`config.mk`:
```
export PLATFORM = sky130hd
export DESIGN_NAME = dsr_sync_power
export DESIGN_NICKNAME = d
export VERILOG_FILES = /design/src/verilog/dsr_pkg.sv /design/src/verilog/dsr_sync_power.sv
export SDC_FILE = /design/constraint.sdc
export NUM_CORES = 1
export LEC_CHECK = 0
export BUFFER_PORTS_ARGS = -buffer_cell sky130_fd_sc_hd__buf_4
export CAP_MARGIN = 20
export CORE_MARGIN = 1.5
export CORE_UTILIZATION = 50
export DETAILED_ROUTE_END_ITERATION = 10
export GPL_TIMING_DRIVEN = 0
export PLACE_DENSITY = 0.81
export SLEW_MARGIN = 20
export SYNTH_ARGS = -nofsm -noshare
export SYNTH_HDL_FRONTEND = slang
export SYNTH_SLANG_ARGS = --single-unit
```
`constraint.sdc`:
```
create_clock -name clk_sys -period 1.62 [get_ports clk_sys]
set_input_delay 0 -clock clk_sys [delete_from_list [all_inputs] [get_ports clk_sys]]
set_output_delay 0 -clock clk_sys [all_outputs]
set_load 0.005 [all_outputs]
```
`src/verilog/dsr_pkg.sv`:
```
`default_nettype none
package dsr_pkg;
	// Register indices; byte address is four times the index
	localparam logic [4:0] IDX_CHECKSUM = 5'h00;
	localparam logic [4:0] IDX_PA_LOW = 5'h01;
	localparam logic [4:0] IDX_PA_MID = 5'h02;
	localparam logic [4:0] IDX_PA_UMID = 5'h03;
	localparam logic [4:0] IDX_PB_LOW = 5'h04;
	localparam logic [4:0] IDX_PB_MID = 5'h05;
	localparam logic [4:0] IDX_PB_UMID = 5'h06;
	localparam logic [4:0] IDX_PAB_TOP = 5'h07;
	localparam logic [4:0] IDX_SYNC_FM = 5'h1B;
	localparam logic [4:0] IDX_SYNC_TG = 5'h1C;
	localparam logic [4:0] IDX_SYNC_OSC = 5'h1D;
	localparam logic [4:0] IDX_CNT_PERIOD = 5'h1E;
	localparam logic [4:0] IDX_CTRL = 5'h1F;

	// Sync select field layout: four 3-bit fields per word
	localparam int SEL_W = 3;
	localparam int SEL_PITCH = 4;
	localparam int SEL_TOP_POS = 12;
	localparam int NUM_SEL = 12;
	localparam logic [15:0] SEL_WMASK = 16'h7777;

	// Reset values
	localparam logic [15:0] RST_SYNC_FM = 16'h0060;
	localparam logic [15:0] RST_SYNC_TG = 16'h0000;
	localparam logic [15:0] RST_SYNC_OSC = 16'h0000;
	localparam logic [15:0] RST_CNT_PERIOD = 16'h00FF;
	localparam logic [15:0] RST_RESULT = 16'h0000;

	// Control word bits
	localparam int CTRL_ONESHOT_BIT = 0;
	localparam int CTRL_FREEZE_BIT = 1;

	// Power result geometry
	localparam int PWR_W = 55;
	localparam int TOP_A_POS = 9;
	localparam int TOP_B_POS = 1;

	// Sync source codes
	typedef enum logic [2:0] {
		SRC_EXT_A = 3'h0,
		SRC_EXT_B = 3'h1,
		SRC_EXT_C = 3'h2,
		SRC_EXT_D = 3'h3,
		SRC_COUNTER = 3'h4,
		SRC_ONESHOT = 3'h5,
		SRC_LOW = 3'h6,
		SRC_HIGH = 3'h7
	} dsr_src_t;

	// Selected sync per channel function, index 11 down to 0
	typedef struct packed {
		logic phase_load;
		logic freq_load;
		logic dither_reset;
		logic nco_reset;
		logic agc_init;
		logic gain_load;
		logic tadj_reg;
		logic tadj_fine;
		logic serial;
		logic agc_freeze;
		logic pmeter;
		logic cic;
	} dsr_sync_t;

	typedef struct packed {
		logic [PWR_W-1:0] a;
		logic [PWR_W-1:0] b;
	} dsr_power_t;
endpackage
`default_nettype wire

```
`src/verilog/dsr_sync_power.sv`:
```
// Function
// - Sync code 0-3 external A-D, 4 counter, 5 write one-shot, 6 low, 7 high
// - CIC selector picks the sync fixing the decimation instant
// - Power meter selector picks the sync timing power measurement
// - Freeze selector picks a sync whose level holds AGC frozen
// - Freeze selector resets to constant low; host bit alone governs freeze
// - Serial selector picks the sync aligning serial output state machines
// - Fine time-adjust selector picks the zero-insertion sync
// - Time-adjust register selector picks when new adjust values apply
// - Gain selector picks when the AGC gain value is applied
// - AGC init selector picks the sync initialising the AGC
// - NCO reset selector picks the sync clearing the phase accumulator
// - Dither selector picks the sync resetting the phase dither generator
// - Frequency selector picks when a new NCO frequency loads
// - Phase selector picks when a new NCO phase offset loads
// - Sixteen-bit checksum register shows the self-test result
// - A middle word returns measurement bits 31 to 16
// - A result is 55 bits; top seven in bits 15-9, bit 8 unused
// - B result is 55 bits; top seven in bits 7-1, bit 0 unused
// - B low word returns bits 15 to 0
// - B middle word returns bits 31 to 16
// - B upper-middle word returns bits 47 to 32
//
// The Avalon-MM register port was chosen for this implementation.
`timescale 1ns/1ps
`default_nettype none
module dsr_sync_power (
	// Clock and reset
	input wire logic clk_sys,
	input wire logic rst,
	// Avalon-MM slave
	input wire logic [6:0] avs_address,
	input wire logic avs_read,
	input wire logic avs_write,
	input wire logic [31:0] avs_writedata,
	input wire logic [3:0] avs_byteenable,
	output logic [31:0] avs_readdata,
	output logic avs_waitrequest,
	// External sync pins
	input wire logic sync_input_a,
	input wire logic sync_input_b,
	input wire logic sync_input_c,
	input wire logic sync_input_d,
	// Measurement and self test
	input wire dsr_pkg::dsr_power_t pwr_in,
	input wire logic pwr_valid,
	input wire logic [15:0] self_test_sum,
	// Selected syncs to channel functions
	output dsr_pkg::dsr_sync_t sync_out,
	output logic agc_freeze
);
	import dsr_pkg::*;

	logic ack_q;
	logic req;
	logic acc;
	logic wr_acc;
	logic [4:0] idx;
	logic [15:0] wmask;
	logic [15:0] wdata;
	logic [15:0] sync_fm_q;
	logic [15:0] sync_tg_q;
	logic [15:0] sync_osc_q;
	logic [15:0] period_q;
	logic [15:0] cnt_q;
	logic cnt_pulse_q;
	logic oneshot_q;
	logic host_freeze_q;
	logic [3:0] s1_q;
	logic [3:0] s2_q;
	logic [3:0] s3_q;
	logic [3:0] filt_q;
	logic [3:0] ext_in;
	logic [47:0] sel_all;
	logic [NUM_SEL-1:0] sync_d;
	logic [NUM_SEL-1:0] sync_q;
	dsr_power_t res_q;
	logic [15:0] chk_q;
	logic [15:0] rd_word;
	logic [31:0] readdata_q;

	// Bus handshake: one wait cycle, answer at the second edge
	assign req = avs_read | avs_write;
	assign avs_waitrequest = req & ~ack_q;
	assign acc = req & ack_q;
	assign wr_acc = avs_write & ack_q;
	assign idx = avs_address[6:2];
	assign wmask = {{8{avs_byteenable[1]}}, {8{avs_byteenable[0]}}};
	assign wdata = avs_writedata[15:0];

	always_ff @(posedge clk_sys) begin
		if (rst) begin
			ack_q <= 1'b0;
		end else begin
			ack_q <= req & ~ack_q;
		end
	end

	// Sync select registers; unused bits always read zero
	always_ff @(posedge clk_sys) begin
		if (rst) begin
			sync_fm_q <= RST_SYNC_FM;
			sync_tg_q <= RST_SYNC_TG;
			sync_osc_q <= RST_SYNC_OSC;
		end else if (wr_acc) begin
			if (idx == IDX_SYNC_FM) begin
				sync_fm_q <= (sync_fm_q & ~(wmask & SEL_WMASK)) | (wdata & wmask & SEL_WMASK);
			end
			if (idx == IDX_SYNC_TG) begin
				sync_tg_q <= (sync_tg_q & ~(wmask & SEL_WMASK)) | (wdata & wmask & SEL_WMASK);
			end
			if (idx == IDX_SYNC_OSC) begin
				sync_osc_q <= (sync_osc_q & ~(wmask & SEL_WMASK)) | (wdata & wmask & SEL_WMASK);
			end
		end
	end

	// Counter period and control word
	always_ff @(posedge clk_sys) begin
		if (rst) begin
			period_q <= RST_CNT_PERIOD;
			host_freeze_q <= 1'b0;
		end else if (wr_acc) begin
			if (idx == IDX_CNT_PERIOD) begin
				period_q <= (period_q & ~wmask) | (wdata & wmask);
			end
			if (idx == IDX_CTRL && avs_byteenable[0]) begin
				host_freeze_q <= wdata[CTRL_FREEZE_BIT];
			end
		end
	end

	// One-shot: a single cycle per accepted write of the fire bit
	always_ff @(posedge clk_sys) begin
		if (rst) begin
			oneshot_q <= 1'b0;
		end else begin
			oneshot_q <= wr_acc && idx == IDX_CTRL && avs_byteenable[0]
				&& wdata[CTRL_ONESHOT_BIT];
		end
	end

	// Channel sync counter; period of period_q + 1 cycles
	always_ff @(posedge clk_sys) begin
		if (rst) begin
			cnt_q <= RST_CNT_PERIOD;
			cnt_pulse_q <= 1'b0;
		end else begin
			cnt_pulse_q <= (cnt_q == 16'h0000);
			if (cnt_q == 16'h0000) begin
				cnt_q <= period_q;
			end else begin
				cnt_q <= cnt_q - 16'h0001;
			end
		end
	end

	// Pin syncs: three stages, take a change once stages two and three agree
	assign ext_in = {sync_input_d, sync_input_c, sync_input_b, sync_input_a};

	always_ff @(posedge clk_sys) begin
		if (rst) begin
			s1_q <= 4'h0;
			s2_q <= 4'h0;
			s3_q <= 4'h0;
			filt_q <= 4'h0;
		end else begin
			s1_q <= ext_in;
			s2_q <= s1_q;
			s3_q <= s2_q;
			for (int k = 0; k < 4; k++) begin
				if (s2_q[k] == s3_q[k]) begin
					filt_q[k] <= s3_q[k];
				end
			end
		end
	end

	// Selector order: cic, pmeter, freeze, serial, tadj_fine, tadj_reg,
	// gain, agc_init, nco, dither, freq, phase
	assign sel_all = {
		sync_osc_q[2:0], 1'b0, sync_osc_q[6:4], 1'b0,
		sync_osc_q[10:8], 1'b0, sync_osc_q[14:12], 1'b0,
		sync_tg_q[2:0], 1'b0, sync_tg_q[6:4], 1'b0,
		sync_tg_q[10:8], 1'b0, sync_tg_q[14:12], 1'b0,
		sync_fm_q[2:0], 1'b0, sync_fm_q[6:4], 1'b0,
		sync_fm_q[10:8], 1'b0, sync_fm_q[14:12], 1'b0
	};

	// Same decode for every function; only the field differs
	for (genvar i = 0; i < NUM_SEL; i++) begin : g_sel
		dsr_src_t code;
		assign code = dsr_src_t'(sel_all[SEL_PITCH*i+SEL_PITCH-1 -: SEL_W]);
		always_comb begin
			unique case (code)
				SRC_EXT_A: sync_d[i] = filt_q[0];
				SRC_EXT_B: sync_d[i] = filt_q[1];
				SRC_EXT_C: sync_d[i] = filt_q[2];
				SRC_EXT_D: sync_d[i] = filt_q[3];
				SRC_COUNTER: sync_d[i] = cnt_pulse_q;
				SRC_ONESHOT: sync_d[i] = oneshot_q;
				SRC_LOW: sync_d[i] = 1'b0;
				SRC_HIGH: sync_d[i] = 1'b1;
			endcase
		end
	end

	always_ff @(posedge clk_sys) begin
		if (rst) begin
			sync_q <= '0;
			agc_freeze <= 1'b0;
		end else begin
			sync_q <= sync_d;
			// Host bit always works; a selected sync can only add freezing
			agc_freeze <= host_freeze_q | sync_d[2];
		end
	end

	assign sync_out = dsr_sync_t'(sync_q);

	// Results captured as one unit; all power words change together on pwr_valid, the checksum copies its input every edge
	always_ff @(posedge clk_sys) begin
		if (rst) begin
			res_q <= '0;
			chk_q <= RST_RESULT;
		end else begin
			chk_q <= self_test_sum;
			if (pwr_valid) begin
				res_q <= pwr_in;
			end
		end
	end

	// Read map; results are read-only, writes to them fall away
	always_comb begin
		rd_word = 16'h0000;
		unique case (idx)
			IDX_CHECKSUM: rd_word = chk_q;
			IDX_PA_LOW: rd_word = res_q.a[15:0];
			IDX_PA_MID: rd_word = res_q.a[31:16];
			IDX_PA_UMID: rd_word = res_q.a[47:32];
			IDX_PB_LOW: rd_word = res_q.b[15:0];
			IDX_PB_MID: rd_word = res_q.b[31:16];
			IDX_PB_UMID: rd_word = res_q.b[47:32];
			IDX_PAB_TOP: rd_word = {res_q.a[54:48], 1'b0, res_q.b[54:48], 1'b0};
			IDX_SYNC_FM: rd_word = sync_fm_q;
			IDX_SYNC_TG: rd_word = sync_tg_q;
			IDX_SYNC_OSC: rd_word = sync_osc_q;
			IDX_CNT_PERIOD: rd_word = period_q;
			IDX_CTRL: rd_word = {14'h0000, host_freeze_q, 1'b0};
			default: rd_word = 16'h0000;
		endcase
	end

	// Data latched on the wait cycle, stands while waitrequest is low
	always_ff @(posedge clk_sys) begin
		if (rst) begin
			readdata_q <= 32'h0000_0000;
		end else if (avs_read & ~ack_q) begin
			readdata_q <= {16'h0000, rd_word};
		end
	end

	assign avs_readdata = readdata_q;

	a_bus_one_wait: assert property (@(posedge clk_sys) disable iff (rst)
		(req && !ack_q) |-> avs_waitrequest ##1 (!req || !avs_waitrequest))
		else $error("bus answer not after one wait cycle");

	a_oneshot_single: assert property (@(posedge clk_sys) disable iff (rst)
		(wr_acc && idx == IDX_CTRL && avs_byteenable[0] && wdata[CTRL_ONESHOT_BIT])
		|=> oneshot_q ##1 !oneshot_q)
		else $error("one-shot not a single cycle pulse");

	a_const_levels: assert property (@(posedge clk_sys) disable iff (rst)
		(sync_fm_q[14:12] == 3'h6 && sync_osc_q[2:0] == 3'h7)
		|=> (!sync_q[0] && sync_q[11]))
		else $error("constant sources not honoured");

	a_cic_follows_pin: assert property (@(posedge clk_sys) disable iff (rst)
		(sync_fm_q[14:12] == 3'h0) |=> (sync_out.cic == $past(filt_q[0])))
		else $error("cic sync does not follow input a");

	a_pmeter_counter: assert property (@(posedge clk_sys) disable iff (rst)
		(sync_fm_q[10:8] == 3'h4) |=> (sync_out.pmeter == $past(cnt_pulse_q)))
		else $error("power meter sync does not follow counter");

	a_freeze_level: assert property (@(posedge clk_sys) disable iff (rst)
		(sync_fm_q[6:4] == 3'h3 && !host_freeze_q && filt_q[3]) |=> agc_freeze)
		else $error("freeze not held by selected input");

	a_freeze_default: assert property (@(posedge clk_sys)
		$fell(rst) |-> (sync_fm_q[6:4] == 3'h6 && !agc_freeze))
		else $error("freeze selector not constant low after reset");

	a_nco_oneshot: assert property (@(posedge clk_sys) disable iff (rst)
		(sync_osc_q[14:12] == 3'h5) |=> (sync_out.nco_reset == $past(oneshot_q)))
		else $error("nco reset does not follow one-shot");

	a_result_atomic: assert property (@(posedge clk_sys) disable iff (rst)
		pwr_valid |=> (res_q == $past(pwr_in)))
		else $error("result words not captured together");

	a_result_ro: assert property (@(posedge clk_sys) disable iff (rst)
		(wr_acc && idx >= IDX_PA_LOW && idx <= IDX_PAB_TOP && !pwr_valid) |=> $stable(res_q))
		else $error("result changed by a write");

	a_top_word: assert property (@(posedge clk_sys) disable iff (rst)
		(acc && avs_read && idx == IDX_PAB_TOP && $stable(res_q))
		|-> (avs_readdata[15:0] == {res_q.a[54:48], 1'b0, res_q.b[54:48], 1'b0}))
		else $error("top word packing wrong");

	a_b_mid_word: assert property (@(posedge clk_sys) disable iff (rst)
		(acc && avs_read && idx == IDX_PB_MID && $stable(res_q))
		|-> (avs_readdata == {16'h0000, res_q.b[31:16]}))
		else $error("b middle word wrong");

	a_serial_pin_b: assert property (@(posedge clk_sys) disable iff (rst)
		(sync_fm_q[2:0] == 3'h1) |=> (sync_out.serial == $past(filt_q[1])))
		else $error("serial sync does not follow input b");

	a_tadj_fine_pin: assert property (@(posedge clk_sys) disable iff (rst)
		(sync_tg_q[14:12] == 3'h2) |=> (sync_out.tadj_fine == $past(filt_q[2])))
		else $error("fine adjust sync does not follow input c");

	a_tadj_reg_counter: assert property (@(posedge clk_sys) disable iff (rst)
		(sync_tg_q[10:8] == 3'h4) |=> (sync_out.tadj_reg == $past(cnt_pulse_q)))
		else $error("adjust register sync does not follow counter");

	a_gain_oneshot: assert property (@(posedge clk_sys) disable iff (rst)
		(sync_tg_q[6:4] == 3'h5) |=> (sync_out.gain_load == $past(oneshot_q)))
		else $error("gain sync does not follow one-shot");

	a_agc_init_high: assert property (@(posedge clk_sys) disable iff (rst)
		(sync_tg_q[2:0] == 3'h7) |=> sync_out.agc_init)
		else $error("agc init sync not held high");

	a_dither_pin_d: assert property (@(posedge clk_sys) disable iff (rst)
		(sync_osc_q[10:8] == 3'h3) |=> (sync_out.dither_reset == $past(filt_q[3])))
		else $error("dither sync does not follow input d");

	a_freq_low: assert property (@(posedge clk_sys) disable iff (rst)
		(sync_osc_q[6:4] == 3'h6) |=> !sync_out.freq_load)
		else $error("frequency sync not held low");

	a_phase_pin_a: assert property (@(posedge clk_sys) disable iff (rst)
		(sync_osc_q[2:0] == 3'h0) |=> (sync_out.phase_load == $past(filt_q[0])))
		else $error("phase sync does not follow input a");

	a_checksum_copy: assert property (@(posedge clk_sys) disable iff (rst)
		1'b1 |=> (chk_q == $past(self_test_sum)))
		else $error("checksum register does not track its input");

	a_pa_mid_word: assert property (@(posedge clk_sys) disable iff (rst)
		(acc && avs_read && idx == IDX_PA_MID && $stable(res_q))
		|-> (avs_readdata == {16'h0000, res_q.a[31:16]}))
		else $error("a middle word wrong");

	a_pb_low_word: assert property (@(posedge clk_sys) disable iff (rst)
		(acc && avs_read && idx == IDX_PB_LOW && $stable(res_q))
		|-> (avs_readdata == {16'h0000, res_q.b[15:0]}))
		else $error("b low word wrong");

	a_pb_umid_word: assert property (@(posedge clk_sys) disable iff (rst)
		(acc && avs_read && idx == IDX_PB_UMID && $stable(res_q))
		|-> (avs_readdata == {16'h0000, res_q.b[47:32]}))
		else $error("b upper middle word wrong");

	a_pin_filter_agree: assert property (@(posedge clk_sys) disable iff (rst)
		(s2_q == s3_q) |=> (filt_q == $past(s3_q)))
		else $error("pin filter did not take an agreed level");

	a_sel_unused_zero: assert property (@(posedge clk_sys) disable iff (rst)
		(((sync_fm_q | sync_tg_q | sync_osc_q) & ~SEL_WMASK) == 16'h0000))
		else $error("unused selector bits not zero");

	c_write_oneshot: cover property (@(posedge clk_sys) disable iff (rst)
		oneshot_q ##1 sync_out.nco_reset);
	c_freeze_by_pin: cover property (@(posedge clk_sys) disable iff (rst)
		!host_freeze_q && agc_freeze);
	c_read_result: cover property (@(posedge clk_sys) disable iff (rst)
		acc && avs_read && idx == IDX_PAB_TOP);
	c_counter_pulse: cover property (@(posedge clk_sys) disable iff (rst)
		sync_out.pmeter ##1 !sync_out.pmeter);
	c_byte_lane: cover property (@(posedge clk_sys) disable iff (rst)
		wr_acc && avs_byteenable[1:0] == 2'b10);
endmodule // dsr_sync_power
`default_nettype wire
```
==> out/summary.txt <==
status: complete, no violations
synth-to-layout area growth: 41.5%
final WL: 40000 um
first-pass GRT wire length: 58200 um
Worst-Margin Slew: 816 ps
most frequent CP cell: nor2_1
crit end category: flop
Worst-Skew Late Latency: 540 ps
P per Cell Area: 922 nW/um2
worst path bufs/invs: 1
Synth Warn #: 0
DR vias: 10300
CORE AREA: 21000 um2
Initial Util: 50.7%
Num CTS Buffers: 25
metal3 WL: 3850 um
filler cell count: 1432
I/O pins: 224
Clock Skews: 12.0 ps
Lkg Pwr: 6.19 nW
flip-flop and latch area: 4870 um2
Max-Cap Viols: 0
Worst Setup Start Kind: flop
dpl cells: 1558
Max IR drop VDD: 0.764 mV
routed wl met2: 19300 um
IO buf count: 185
critical path's top delay family: multiplexers
Net count, final: 1648
max layer used: met4
Slew HR: 45.6%
Finished Layout Cells: 1766
met1 wire length: 14500 um
crit path kind: reg2reg
Final Power: 13.8 mW
synth unique cells: 70
layout cells sized above 1: 24.4%
Slew Limit Fails: 0
Hold Violations, Final: 0
Synth Flop Type: dfxtp_1
gr usage total: 34.8%
clock tree from TritonCTS: yes
GRT overflow: 0
mean post-synth cell area: 9.80 um2
Clock Path Buffers: 3
EDFF count, synth: 0
width of the chip: 149 um
worst hold slack: 56.4 ps
H-tree levels: 1
vias in the first global route: 10300
row count: 53
Final Util: 71.7%
CTS clk-pin slew, worst paths: 60 ps
most frequent cells in the layout: 237 x dfxtp_1, 215 x buf_4, 199 x mux2i_1
dpl ws: -358 ps
DR WL/cell: 22.7 um
register bit total from synthesis: 243
max incr delay on CP: 490 ps
synthesized cell area: 10600 um2
CP cell instances: clkbuf_1 > nor2_1 > mux4_2 > nor2_1
final period utilization: 99.5%
Seq/Total Area, Yosys: 45.8%
drt initial violations: 1172
largest net degree at the start of global routing: 14
# DRC: 0
dpl hpwl: 25800 um
Worst Slack Setup Final: 7.78 ps
antenna viol nets, final: 0
Max FO, Critical Path: 10
critical path data required time: 2070 ps
most common cell after layout, fill and taps aside: dfxtp_1
Vias/cell: 5.85
crit path time final: 1610 ps
global placement routability congestion: 0.966
CTS root buf: clkbuf_16
die height: 149 um
WP data arrival: 2060 ps
area of the multi-input gates: 5440 um2
initial antenna violation count: 4
# setup viols final: 0
total negative slack: 0 ps
Async SR Flop Fraction: 0%
Hold Crit Class: in2reg
fmax: 620 MHz
post-layout instance area: 15000 um2
Detailed Routing Iterations Pass 1: 8
Crit-path slowest cell: mux4_2
clk sink count: 243
DIE AREA: 22100 um2
placed instance area: 12400 um2
cell count after synthesis: 1083
## power by group
group          leakage (nW)  internal, mW  switching [mW]
Clock                 0.407          3.43            2.42
Combinational          3.79         0.849           0.790
Sequential             1.99          6.19           0.160
## worst paths after layout
kind	startpoint	end	slack (ps)	depth (start not counted)
max reg2reg	oneshot_q	sync_out[4]	8	4
min reg2reg	s1_q[3]	s2_q[3]	440	1
max	oneshot_q	sync_out[4]	8	4
min	avs_address[3]	oneshot_q	60	4
## worst min-delay path, cell delays in order
cell and delay (ps):
buf_4 140, nand3_1 140, nor3_2 80, and3_1 180
## cell usage after synthesis, types with 8 or more instances
library cell  count  share of area, %
dfxtp_1         243                46
mux2i_1         199                19
nor2_1          177               6.3
nand2_1          43               1.5
clkbuf_1         38               1.3
o21ai_0          36               1.7
nor2b_1          32               1.9
buf_4            24               1.7
a21oi_1          22               1.0
a22oi_1          19               1.3
buf_2            19              0.90
a22o_1           16               1.3
a221oi_1         15               1.2
a31oi_1          15              0.88
mux2_2           15               1.6
nand2b_1         13              0.77
o22ai_1          13              0.77
nor3_1           12              0.57
inv_1            11              0.39
a211oi_1         10              0.71
nand3_1           9              0.42
o221a_2           8              0.85
xnor2_1           8              0.66
## area by class of cell
cell class / instances / area share (%)
antenna: 5 / 0.0833
buffer: 88 / 3.32
clock buffer: 37 / 4.87
clock inverter: 8 / 0.641
inverter: 13 / 0.333
multi-input combinational: 754 / 36.2
sequential: 243 / 32.5
tap: 275 / 2.29
timing repair buffer: 343 / 19.8
## kinds of logic (layout without fill, tap and decap cells)
kind of cell | Yosys count | after routing | synth area share, %
other | 1 | 21 | 0.0353
adders and majority gates | 2 | 2 | 0.236
muxes | 217 | 217 | 21.0
xor gates and xnor gates | 12 | 12 | 0.990
DFF | 243 | 243 | 45.8
and+or+nand+nor | 330 | 330 | 15.2
buffers and inverters | 101 | 489 | 4.78
AOI/OAI and AO/OA | 177 | 177 | 12.0
## repair_timing
action	CTS	global route
hold buffers	148	0
resized for setup	21	45
setup endpoints to repair	57	75
gates cloned	0	2
pin swaps	3	7
hold endpoints to repair	185	0
setup buffers	4	5
## per-layer routing
| metal | GRT usage, % | vias up |
|---|---|---|
| li1 | - | 4607 |
| met1 | 40.3 | 4851 |
| met2 | 60.0 | 694 |
| met3 | 6.81 | 179 |
| met4 | 19.8 | 0 |
| met5 | 0 | - |
(Power assumes the default switching activity.)
